**config.mk**
```make
export PLATFORM = sky130hd
export DESIGN_NAME = clm_top
export DESIGN_NICKNAME = d
export VERILOG_FILES = /design/src/hdl/clm_pkg.sv /design/src/hdl/clm_top.sv /design/src/hdl/clm_pct_div.sv
export SDC_FILE = /design/constraint.sdc
export NUM_CORES = 2
export LEC_CHECK = 0
export BUFFER_PORTS_ARGS = -buffer_cell sky130_fd_sc_hd__buf_4
export CELL_PAD_IN_SITES_DETAIL_PLACEMENT = 1
export CELL_PAD_IN_SITES_GLOBAL_PLACEMENT = 2
export CORE_MARGIN = 1
export CORE_UTILIZATION = 42
export DETAILED_ROUTE_END_ITERATION = 8
export PLACE_DENSITY = 0.83
export SYNTH_ARGS = -nofsm -noshare
export SYNTH_HDL_FRONTEND = slang
export SYNTH_SLANG_ARGS = --single-unit
export TNS_END_PERCENT = 1
```
**constraint.sdc**
```tcl
create_clock -name pclk -period 5.31 [get_ports pclk]
set_input_delay 1.062 -clock pclk [delete_from_list [all_inputs] [get_ports pclk]]
set_output_delay 1.062 -clock pclk [all_outputs]
set_load 0.1 [all_outputs]
```
**src/hdl/clm_pkg.sv**
```systemverilog
// Purpose: shared constants and types for the component life monitor
// Assumes: 32-bit APB, one clock pclk at 250 MHz
// Notes: offsets are byte addresses of aligned words
package clm_pkg;
  // ==========================================================
  // register map
  localparam logic [7:0] CLM_OFS_CTRL = 8'h00;
  localparam logic [7:0] CLM_OFS_FAN_HOURS = 8'h04;
  localparam logic [7:0] CLM_OFS_FAN_PCT = 8'h08;
  localparam logic [7:0] CLM_OFS_CAP_PCT = 8'h0c;
  localparam logic [7:0] CLM_OFS_RLY_PCT = 8'h10;
  localparam logic [7:0] CLM_OFS_IGBT_PCT = 8'h14;
  localparam logic [7:0] CLM_OFS_RESET = 8'h18;
  localparam logic [7:0] CLM_OFS_OUTSEL = 8'h1c;
  localparam logic [7:0] CLM_OFS_ALARM = 8'h20;
  localparam logic [7:0] CLM_OFS_IRQ_STAT = 8'h24;
  localparam logic [7:0] CLM_OFS_IRQ_CLR = 8'h28;
  localparam logic [7:0] CLM_OFS_IRQ_EN = 8'h2c;
  localparam logic [7:0] CLM_OFS_FAN_PERIOD = 8'h30;
  localparam logic [7:0] CLM_OFS_CAP_PERIOD = 8'h34;
  localparam logic [7:0] CLM_OFS_RLY_PERIOD = 8'h38;
  localparam logic [7:0] CLM_OFS_IGBT_PERIOD = 8'h3c;
  localparam logic [7:0] CLM_OFS_CAP_HOURS = 8'h40;
  localparam logic [7:0] CLM_OFS_RLY_COUNT = 8'h44;
  localparam logic [7:0] CLM_OFS_IGBT_COUNT = 8'h48;
  // ==========================================================
  // counter limits and thresholds
  localparam logic [16:0] CLM_FAN_HOURS_MAX = 17'h1869f;
  localparam logic [15:0] CLM_PCT_WEAR = 16'h005a;
  localparam logic [15:0] CLM_PCT_IGBT = 16'h0032;
  localparam logic [15:0] CLM_PCT_MAX = 16'hffff;
  localparam logic [7:0] CLM_PCT_SCALE = 8'h64;
  localparam logic [5:0] CLM_FN_MAINT = 6'h2f;
  localparam logic [5:0] CLM_FN_ALARM = 6'h10;
  // ==========================================================
  // reset values of the maintenance periods
  localparam logic [31:0] CLM_FAN_PERIOD_RST = 32'h0000ab18;
  localparam logic [31:0] CLM_CAP_PERIOD_RST = 32'h0000ab18;
  localparam logic [31:0] CLM_RLY_PERIOD_RST = 32'h000186a0;
  localparam logic [31:0] CLM_IGBT_PERIOD_RST = 32'h000186a0;
  // ==========================================================
  // monitor indices and interrupt bits
  localparam int CLM_MON_FAN = 0;
  localparam int CLM_MON_CAP = 1;
  localparam int CLM_MON_RLY = 2;
  localparam int CLM_MON_IGBT = 3;
  localparam int CLM_NUM_OUT = 4;

  typedef struct packed {
    logic fan;
    logic cap;
    logic rly;
    logic igbt;
  } clm_events_type;

  typedef enum logic [2:0] {
    CLM_ST_IDLE = 3'b001,
    CLM_ST_DIV = 3'b010,
    CLM_ST_DONE = 3'b100
  } clm_div_state_type;
endpackage

```
**src/hdl/clm_top.sv**
```systemverilog
// Purpose: component life monitor with APB registers and wear alarms
// Assumes: hour_tick and power_up_pulse are asynchronous pin inputs
// Notes: percentages refresh a few dozen cycles after a count moves
//
// Decided for this implementation: register access over APB and the register offsets.
`timescale 1ns/1ps
module clm_top #(
  parameter int NUM_OUT = 4
) (
  input wire logic pclk,
  input wire logic presetn,
  input wire logic psel,
  input wire logic penable,
  input wire logic pwrite,
  input wire logic [7:0] paddr,
  input wire logic [31:0] pwdata,
  output logic [31:0] prdata,
  output logic pready,
  output logic pslverr,
  input wire logic hour_tick,
  input wire logic fan_running,
  input wire logic bus_charged,
  input wire logic power_up_pulse,
  input wire logic igbt_cycle,
  output logic [NUM_OUT-1:0] output_terminal,
  output clm_pkg::clm_events_type keypad_alarm,
  output logic irq
);
  import clm_pkg::*;

  // ==========================================================
  // pin synchronisers
  // a pin level only moves once stages two and three agree
  function automatic logic settle(input logic [2:0] s, input logic q);
    if (s[2] && s[1]) begin
      return 1'b1;
    end
    if (!s[2] && !s[1]) begin
      return 1'b0;
    end
    return q;
  endfunction

  logic [2:0] tick_s_r;
  logic [2:0] pwr_s_r;
  logic [2:0] fan_s_r;
  logic [2:0] bus_s_r;
  logic [2:0] igbt_s_r;
  // followers reset low like an idle pin, so no false edge
  logic tick_q_r;
  logic pwr_q_r;
  logic igbt_q_r;
  logic fan_q_r;
  logic bus_q_r;
  wire logic tick_lvl = settle(tick_s_r, tick_q_r);
  wire logic pwr_lvl = settle(pwr_s_r, pwr_q_r);
  wire logic igbt_lvl = settle(igbt_s_r, igbt_q_r);
  wire logic fan_on = settle(fan_s_r, fan_q_r);
  wire logic bus_on = settle(bus_s_r, bus_q_r);
  wire logic tick_rise = tick_lvl & ~tick_q_r;
  wire logic pwr_rise = pwr_lvl & ~pwr_q_r;
  wire logic igbt_rise = igbt_lvl & ~igbt_q_r;

  always_ff @(posedge pclk or negedge presetn) begin
    if (!presetn) begin
      tick_s_r <= 3'h0;
      pwr_s_r <= 3'h0;
      fan_s_r <= 3'h0;
      bus_s_r <= 3'h0;
      igbt_s_r <= 3'h0;
      tick_q_r <= 1'b0;
      pwr_q_r <= 1'b0;
      igbt_q_r <= 1'b0;
      fan_q_r <= 1'b0;
      bus_q_r <= 1'b0;
    end else begin
      tick_s_r <= {tick_s_r[1:0], hour_tick};
      pwr_s_r <= {pwr_s_r[1:0], power_up_pulse};
      fan_s_r <= {fan_s_r[1:0], fan_running};
      bus_s_r <= {bus_s_r[1:0], bus_charged};
      igbt_s_r <= {igbt_s_r[1:0], igbt_cycle};
      tick_q_r <= tick_lvl;
      pwr_q_r <= pwr_lvl;
      igbt_q_r <= igbt_lvl;
      fan_q_r <= fan_on;
      bus_q_r <= bus_on;
    end
  end

  // ==========================================================
  // apb decode
  wire logic acc = psel & penable;
  wire logic wr = acc & pwrite;
  wire logic a_ctrl = paddr == CLM_OFS_CTRL;
  wire logic a_reset = paddr == CLM_OFS_RESET;
  wire logic a_outsel = paddr == CLM_OFS_OUTSEL;
  wire logic a_clr = paddr == CLM_OFS_IRQ_CLR;
  wire logic a_en = paddr == CLM_OFS_IRQ_EN;
  wire logic a_fper = paddr == CLM_OFS_FAN_PERIOD;
  wire logic a_cper = paddr == CLM_OFS_CAP_PERIOD;
  wire logic a_rper = paddr == CLM_OFS_RLY_PERIOD;
  wire logic a_iper = paddr == CLM_OFS_IGBT_PERIOD;
  wire logic mapped = (paddr[1:0] == 2'h0) && (paddr <= CLM_OFS_IGBT_COUNT);
  wire logic [3:0] rst_req = (wr & a_reset) ? pwdata[3:0] : 4'h0;

  // ==========================================================
  // software registers
  logic [3:0] ctrl_r;
  logic [23:0] outsel_r;
  logic [3:0] irq_en_r;
  logic [31:0] period_r [4];
  logic [31:0] prdata_r;

  always_ff @(posedge pclk or negedge presetn) begin
    if (!presetn) begin
      ctrl_r <= 4'h0;
      outsel_r <= 24'h0;
      irq_en_r <= 4'h0;
      period_r[CLM_MON_FAN] <= CLM_FAN_PERIOD_RST;
      period_r[CLM_MON_CAP] <= CLM_CAP_PERIOD_RST;
      period_r[CLM_MON_RLY] <= CLM_RLY_PERIOD_RST;
      period_r[CLM_MON_IGBT] <= CLM_IGBT_PERIOD_RST;
    end else if (wr) begin
      if (a_ctrl) ctrl_r <= pwdata[3:0];
      if (a_outsel) outsel_r <= pwdata[23:0];
      if (a_en) irq_en_r <= pwdata[3:0];
      if (a_fper) period_r[CLM_MON_FAN] <= pwdata;
      if (a_cper) period_r[CLM_MON_CAP] <= pwdata;
      if (a_rper) period_r[CLM_MON_RLY] <= pwdata;
      if (a_iper) period_r[CLM_MON_IGBT] <= pwdata;
    end
  end

  // ==========================================================
  // life counters
  logic [31:0] cnt_r [4];
  wire logic [3:0] inc = {igbt_rise, pwr_rise, tick_rise & bus_on,
                          tick_rise & fan_on};
  wire logic fan_wrap = cnt_r[CLM_MON_FAN] >= {15'h0, CLM_FAN_HOURS_MAX};

  always_ff @(posedge pclk or negedge presetn) begin
    if (!presetn) begin
      for (int i = 0; i < 4; i++) cnt_r[i] <= 32'h0;
    end else begin
      for (int i = 0; i < 4; i++) begin
        // a clear beats a same-cycle increment
        if (rst_req[i]) begin
          cnt_r[i] <= 32'h0;
        end else if (inc[i]) begin
          cnt_r[i] <= cnt_r[i] + 32'h1;
        end
      end
      // top count reached: the next hour wraps to zero
      if (!rst_req[CLM_MON_FAN] && inc[CLM_MON_FAN] && fan_wrap) begin
        cnt_r[CLM_MON_FAN] <= 32'h0;
      end
    end
  end

  // ==========================================================
  // percentage engines, restarted on any count or period change
  logic [31:0] seen_r [4];
  logic [31:0] seen_p_r [4];
  logic [15:0] pct [4];
  logic [3:0] busy;
  logic [3:0] start;

  for (genvar g = 0; g < 4; g++) begin : g_pct
    assign start[g] = !busy[g] &&
      (seen_r[g] != cnt_r[g] || seen_p_r[g] != period_r[g]);
    // count taken live at start; period copy held while busy
    clm_pct_div u_div (
      .pclk(pclk),
      .presetn(presetn),
      .start(start[g]),
      .count(cnt_r[g]),
      .period(seen_p_r[g]),
      .busy(busy[g]),
      .pct(pct[g])
    );
    always_ff @(posedge pclk or negedge presetn) begin
      if (!presetn) begin
        seen_r[g] <= 32'h0;
        seen_p_r[g] <= 32'h0;
      end else if (!busy[g]) begin
        seen_r[g] <= cnt_r[g];
        seen_p_r[g] <= period_r[g];
      end
    end
  end

  // ==========================================================
  // wear detection and outputs
  // threshold test shared by the four monitors
  function automatic logic reached(input logic [15:0] p,
                                   input logic [15:0] lim);
    return p >= lim;
  endfunction

  // six-bit function code of one output terminal
  function automatic logic [5:0] code_of(input logic [23:0] sel,
                                         input int o);
    return sel[6*o +: 6];
  endfunction

  wire logic fan_wear = reached(pct[CLM_MON_FAN], CLM_PCT_WEAR);
  wire logic cap_wear = reached(pct[CLM_MON_CAP], CLM_PCT_WEAR);
  wire logic rly_wear = reached(pct[CLM_MON_RLY], CLM_PCT_WEAR);
  wire logic igbt_wear = reached(pct[CLM_MON_IGBT], CLM_PCT_IGBT);
  wire logic maint_any = fan_wear | cap_wear | rly_wear | igbt_wear;
  logic [NUM_OUT-1:0] is_maint;
  logic [NUM_OUT-1:0] is_alarm;
  for (genvar o = 0; o < NUM_OUT; o++) begin : g_out
    assign is_maint[o] = code_of(outsel_r, o) == CLM_FN_MAINT;
    assign is_alarm[o] = code_of(outsel_r, o) == CLM_FN_ALARM;
  end
  wire logic maint_cfg = |is_maint;
  // ctrl bit set marks that alarm as unconditional
  wire logic [3:0] wear = {igbt_wear, rly_wear, cap_wear, fan_wear};
  wire logic [3:0] shown = wear & (ctrl_r | {4{maint_cfg}});
  wire logic alarm_any = |shown[2:0];

  logic [NUM_OUT-1:0] out_r;
  clm_events_type kp_r;
  logic [3:0] irq_st_r;
  logic [3:0] shown_q_r;
  wire logic [3:0] rise = shown & ~shown_q_r;
  wire logic [3:0] clr = (wr & a_clr) ? pwdata[3:0] : 4'h0;

  always_ff @(posedge pclk or negedge presetn) begin
    if (!presetn) begin
      out_r <= '0;
      kp_r <= '0;
      irq_st_r <= 4'h0;
      shown_q_r <= 4'h0;
    end else begin
      out_r <= (is_maint & {NUM_OUT{maint_any}}) |
               (is_alarm & {NUM_OUT{alarm_any}});
      kp_r <= '{fan: shown[0], cap: shown[1], rly: shown[2], igbt: 1'b0};
      shown_q_r <= shown;
      // a new alarm beats a same-cycle clear
      irq_st_r <= rise | (irq_st_r & ~clr);
    end
  end

  assign output_terminal = out_r;
  assign keypad_alarm = kp_r;
  assign irq = |(irq_st_r & irq_en_r);

  // ==========================================================
  // read mux
  logic [31:0] rd;
  always_comb begin
    rd = 32'h0;
    case (paddr)
      CLM_OFS_CTRL: rd = {28'h0, ctrl_r};
      CLM_OFS_FAN_HOURS: rd = cnt_r[CLM_MON_FAN];
      CLM_OFS_FAN_PCT: rd = {16'h0, pct[CLM_MON_FAN]};
      CLM_OFS_CAP_PCT: rd = {16'h0, pct[CLM_MON_CAP]};
      CLM_OFS_RLY_PCT: rd = {16'h0, pct[CLM_MON_RLY]};
      CLM_OFS_IGBT_PCT: rd = {16'h0, pct[CLM_MON_IGBT]};
      CLM_OFS_OUTSEL: rd = {8'h0, outsel_r};
      CLM_OFS_ALARM: rd = {24'h0, wear, 1'b0, shown[2:0]};
      CLM_OFS_IRQ_STAT: rd = {28'h0, irq_st_r};
      CLM_OFS_IRQ_EN: rd = {28'h0, irq_en_r};
      CLM_OFS_FAN_PERIOD: rd = period_r[CLM_MON_FAN];
      CLM_OFS_CAP_PERIOD: rd = period_r[CLM_MON_CAP];
      CLM_OFS_RLY_PERIOD: rd = period_r[CLM_MON_RLY];
      CLM_OFS_IGBT_PERIOD: rd = period_r[CLM_MON_IGBT];
      CLM_OFS_CAP_HOURS: rd = cnt_r[CLM_MON_CAP];
      CLM_OFS_RLY_COUNT: rd = cnt_r[CLM_MON_RLY];
      CLM_OFS_IGBT_COUNT: rd = cnt_r[CLM_MON_IGBT];
      default: rd = 32'h0;
    endcase
  end

  always_ff @(posedge pclk or negedge presetn) begin
    if (!presetn) begin
      prdata_r <= 32'h0;
    end else if (psel && !penable && !pwrite) begin
      prdata_r <= rd;
    end
  end

  // read word captured in the setup cycle, steady in access
  assign prdata = prdata_r;
  // zero wait states; unmapped or unaligned words are refused
  assign pready = 1'b1;
  assign pslverr = acc & ~mapped;
endmodule

```
**src/hdl/clm_pct_div.sv**
```systemverilog
// Purpose: serial divider giving count*100/period, saturating
// Assumes: start is a one-cycle pulse; period held while busy
// Notes: count read at start only; 42 cycles per result
`timescale 1ns/1ps
module clm_pct_div (
  input wire logic pclk,
  input wire logic presetn,
  input wire logic start,
  input wire logic [31:0] count,
  input wire logic [31:0] period,
  output logic busy,
  output logic [15:0] pct
);
  import clm_pkg::*;
  clm_div_state_type state_r;
  logic [39:0] num_r;
  logic [39:0] rem_r;
  logic [39:0] quo_r;
  logic [5:0] bit_r;
  logic [15:0] pct_r;
  wire logic [39:0] rem_sh = {rem_r[38:0], num_r[39]};
  wire logic [39:0] per_ext = {8'h00, period};
  wire logic fits = rem_sh >= per_ext;
  wire logic [39:0] scaled = {8'h00, count} * {32'h0, CLM_PCT_SCALE};
  wire logic over = quo_r[39:16] != 24'h000000;

  // ==========================================================
  // divider
  always_ff @(posedge pclk or negedge presetn) begin
    if (!presetn) begin
      state_r <= CLM_ST_IDLE;
      num_r <= 40'h0;
      rem_r <= 40'h0;
      quo_r <= 40'h0;
      bit_r <= 6'h0;
      pct_r <= 16'h0;
    end else begin
      case (state_r)
        CLM_ST_IDLE: begin
          if (start) begin
            num_r <= scaled;
            rem_r <= 40'h0;
            quo_r <= 40'h0;
            bit_r <= 6'h28;
            state_r <= CLM_ST_DIV;
          end
        end
        CLM_ST_DIV: begin
          num_r <= {num_r[38:0], 1'b0};
          rem_r <= fits ? rem_sh - per_ext : rem_sh;
          quo_r <= {quo_r[38:0], fits};
          bit_r <= bit_r - 6'h1;
          if (bit_r == 6'h1) begin
            state_r <= CLM_ST_DONE;
          end
        end
        CLM_ST_DONE: begin
          // saturate rather than wrap
          if (period == 32'h0 || over) begin
            pct_r <= CLM_PCT_MAX;
          end else begin
            pct_r <= quo_r[15:0];
          end
          state_r <= CLM_ST_IDLE;
        end
        default: begin
          state_r <= CLM_ST_IDLE;
        end
      endcase
    end
  end

  assign busy = state_r != CLM_ST_IDLE;
  assign pct = pct_r;
endmodule

```
==> flow_summary.json <==
{
  "final_nets": 8488,
  "dp_hpwl_mm": 198,
  "antenna_found_initial": 15,
  "syn_area_per_cell_um2": 9.47,
  "critPathLaunchType": "flip-flop",
  "clk_pin_slew_ns": 0.06,
  "worst_pin_slew_ns": 1.45,
  "ant_nets": 0,
  "synth_seq_cells": 1176,
  "worstHoldPathType": "in -> async",
  "ctsResizeCount": 0,
  "die_area_mm2": 0.176,
  "p_per_area_mw_per_mm2": 615,
  "p_leak_nw": 37.4,
  "post_cts_buffers": 0,
  "synth_edf_count": 0,
  "grt.total_usage_pct": 29.8,
  "rrSetupSlack_ns": 0.51,
  "syn-cell-area_mm2": 0.0733,
  "first_pass_iters": 6,
  "drtIter0Drc": 4905,
  "final_core_util_pct": 47.3,
  "worstPathMaxFanout": 7,
  "synthArstFlopShare_pct": 100,
  "arrival_ns": 5.46,
  "drive_gt1_share_pct": 11.1,
  "rsz0062_at_grt": "false",
  "fmax_mhz": 208,
  "worst_setup_path_end_kind": "flip-flop",
  "r2r_cells": 15,
  "cts_hold_repair.buffers": 0,
  "finalClockSkew_ns": 0.0292,
  "synth.area.top_cells": "dfrtp_1 (39%), ha_1 (9.5%), nand2_1 (4.6%)",
  "timing.rr.end": "g_pct[2].u_div.num_r[37]$_DFFE_PN0P_",
  "wl_mm": 261,
  "area_delta_synth_final_pct": 11.4,
  "cts_tree": "built",
  "hold_violations": 0,
  "crit_required_ns": 5.98,
  "die_h_um": 420,
  "cts_sinks": 1176,
  "io_buffer_count": 90,
  "r2r-start": "cnt_r[37]$_DFFE_PN0P_",
  "clock_path_buffers": 3,
  "die_x_um": 420,
  "maxCapViolCount": 0,
  "fillers": 19500,
  "drc": 0,
  "grt_pass1_vias": 62100,
  "yosys_warnings": 0,
  "fin_crit_sh_pct": 90.4,
  "slew_violations": 0,
  "syn_nets": 8457,
  "synth_seq_area_share_pct": 40.2,
  "core_area_mm2": 0.172,
  "vias": 59700,
  "clockRootBuffer": "clkbuf_16",
  "min_period_ns": 4.80,
  "placementRows": 152,
  "ctsHtreeMaxLevel": 4,
  "num_io_pins": 93,
  "setup_tns_ns": 0,
  "worstSkewPairLatency_ns": 0.82,
  "ys_types": 99,
  "setup_viol": 0,
  "grt_first_pass_wirelength_mm": 398,
  "numCtsBuffers": 142,
  "synth_top_area_share_pct": 39.1,
  "ys.flop_type": "dfrtp_1",
  "status": "finished, final reports clean",
  "grt_max_degree": 155,
  "wl_per_cell_um": 25.6,
  "grt.overflow.total": 0,
  "ir_drop_mv": 0.475,
  "initial_core_util_pct": 42.5,
  "slew-limit-headroom_pct": 3.02,
  "routed_via_density": 5.85,
  "yosys.area.top_type": "dfrtp_1",
  "gp_congestion": 1.02,
  "crit_type": "reg -> reg",
  "syn_inst": 7738
}
[flip-flops by register name, summed over array words and instances (netlist names), 3 cells and up]
| name | cells |
|---|---|
| g_pct.u_div.pct | 64 |
| cnt_r | 128 |
| g_pct.u_div.state_r | 12 |
| tick_s_r | 3 |
| period_r | 128 |
| g_pct.u_div.quo_r | 160 |
| prdata | 32 |
| seen_r | 128 |
| outsel_r | 24 |
| g_pct.u_div.bit_r | 24 |
| shown_q_r | 4 |
| g_pct.u_div.rem_r | 156 |
| seen_p_r | 128 |
| irq_en_r | 4 |
| ctrl_r | 4 |
| g_pct.u_div.num_r | 152 |
| bus_s_r | 3 |
| pwr_s_r | 3 |
| output_terminal | 4 |
| fan_s_r | 3 |
| irq_st_r | 4 |
| igbt_s_r | 3 |
[kinds of logic after synthesis]
family | share of synthesized area (%)
other | 0.0102
buffers and inverters | 5.40
flip-flops | 40.2
AO/OA/AOI/OAI | 16.5
multiplexers | 5.62
AND/OR/NAND/NOR | 12.5
adder cells (fa/ha/maj) | 12.6
XOR/XNOR | 7.18
[metal layers]
layer  track usage [%]  wire length (um)
met1              38.7            111000
met2              47.1            119000
met3              4.77             13700
met4              17.1             16900
met5                 0                25
[per-stage QoR]
step	power (mW)	cells	hold slack [ns]	instance area (um^2)	worst slack, ns
final	50.2	10200	0.196	81700	0.512
after global routing	54.5	10200	0.210	81700	0.239
after CTS	50.5	10200	0.247	81600	0.584
after detailed placement	40.0	9935	0.339	76800	0.591
after global placement	39.4	9935	0.343	76800	0.694
after floorplan	32.9	7738	0.331	73300	1.30
[where the power goes]
group / switching (mW) / total [mW] / internal [mW]
clock: 4.24 / 10.2 / 5.96
sequential: 1.81 / 12.5 / 10.7
combinational: 16.2 / 27.5 / 11.3
total: 22.3 / 50.2 / 27.9
[worst max-delay path, cell delays in order (launching register included)]
cell	delay, ns
dfrtp_1	0.52
ha_1	0.30
ha_1	0.32
fa_1	0.48
ha_1	0.36
a21oi_1	0.29
o31ai_1	0.18
o31ai_1	0.64
o21ba_2	0.30
o31ai_1	0.09
a21oi_1	0.23
o21ai_0	0.19
a221oi_1	0.38
o21ai_0	0.16
xnor2_1	0.15
a21oi_1	0.08
[Yosys cell counts (all sizes together), types with 31 or more instances]
| cell | instances |
|---|---|
| a21oi | 371 |
| a21o | 143 |
| buf | 57 |
| a22oi | 89 |
| mux2 | 294 |
| nor4 | 119 |
| nor3 | 56 |
| and3 | 53 |
| o22ai | 102 |
| o31ai | 31 |
| nor2b | 38 |
| a31oi | 54 |
| fa | 112 |
| clkbuf | 284 |
| nand3 | 122 |
| a22o | 73 |
| nand2 | 905 |
| mux2i | 81 |
| xnor2 | 350 |
| o22a | 73 |
| xor2 | 251 |
| nand4 | 131 |
| dfrtp | 1146 |
| a221oi | 48 |
| nand2b | 34 |
| o21ai | 632 |
| nor2 | 408 |
| ha | 557 |
| inv | 695 |
[layout by cell type (no fill, tap or decap), types with 38 or more instances in the layout]
cell	count
dfrtp_1	1146
nand2_1	899
inv_1	694
o21ai_0	614
ha_1	557
nor2_1	397
a21oi_1	367
xnor2_1	350
mux2_2	294
xor2_1	251
buf_4	217
clkbuf_16	145
a21o_1	143
nand4_1	131
nand3_1	121
nor4_1	116
fa_1	112
o22ai_1	102
a22oi_1	89
mux2i_1	81
a22o_1	73
o22a_1	73
nor3_1	55
a31oi_1	53
and3_1	52
a221oi_1	47
nor2b_1	38
[layout make-up]
type | instances | area (um^2) | share of cell area [%]
multi-input combinational | 5524 | 40000 | 49.0
sequential | 1176 | 29500 | 36.1
clock buffer | 195 | 4010 | 4.91
tap | 2310 | 2890 | 3.54
inverter | 697 | 2620 | 3.20
timing repair buffer | 228 | 1850 | 2.26
clock inverter | 65 | 806 | 0.987
antenna | 15 | 37.5 | 0.0460
[worst max path at each step]
stage / startpoint / to / cells past startpoint
final: cnt_r[37]$_DFFE_PN0P_ / g_pct[2].u_div.num_r[37]$_DFFE_PN0P_ / 15
after global routing: cnt_r[37]$_DFFE_PN0P_ / g_pct[2].u_div.num_r[37]$_DFFE_PN0P_ / 15
after CTS: cnt_r[37]$_DFFE_PN0P_ / g_pct[2].u_div.num_r[37]$_DFFE_PN0P_ / 15
after detailed placement: cnt_r[37]$_DFFE_PN0P_ / g_pct[2].u_div.num_r[37]$_DFFE_PN0P_ / 15
after global placement: cnt_r[37]$_DFFE_PN0P_ / g_pct[2].u_div.num_r[37]$_DFFE_PN0P_ / 15
after floorplan: cnt_r[6]$_DFFE_PN0P_ / g_pct[3].u_div.num_r[38]$_DFFE_PN0P_ / 17
No activity file was read; power rests on OpenSTA's default activity.
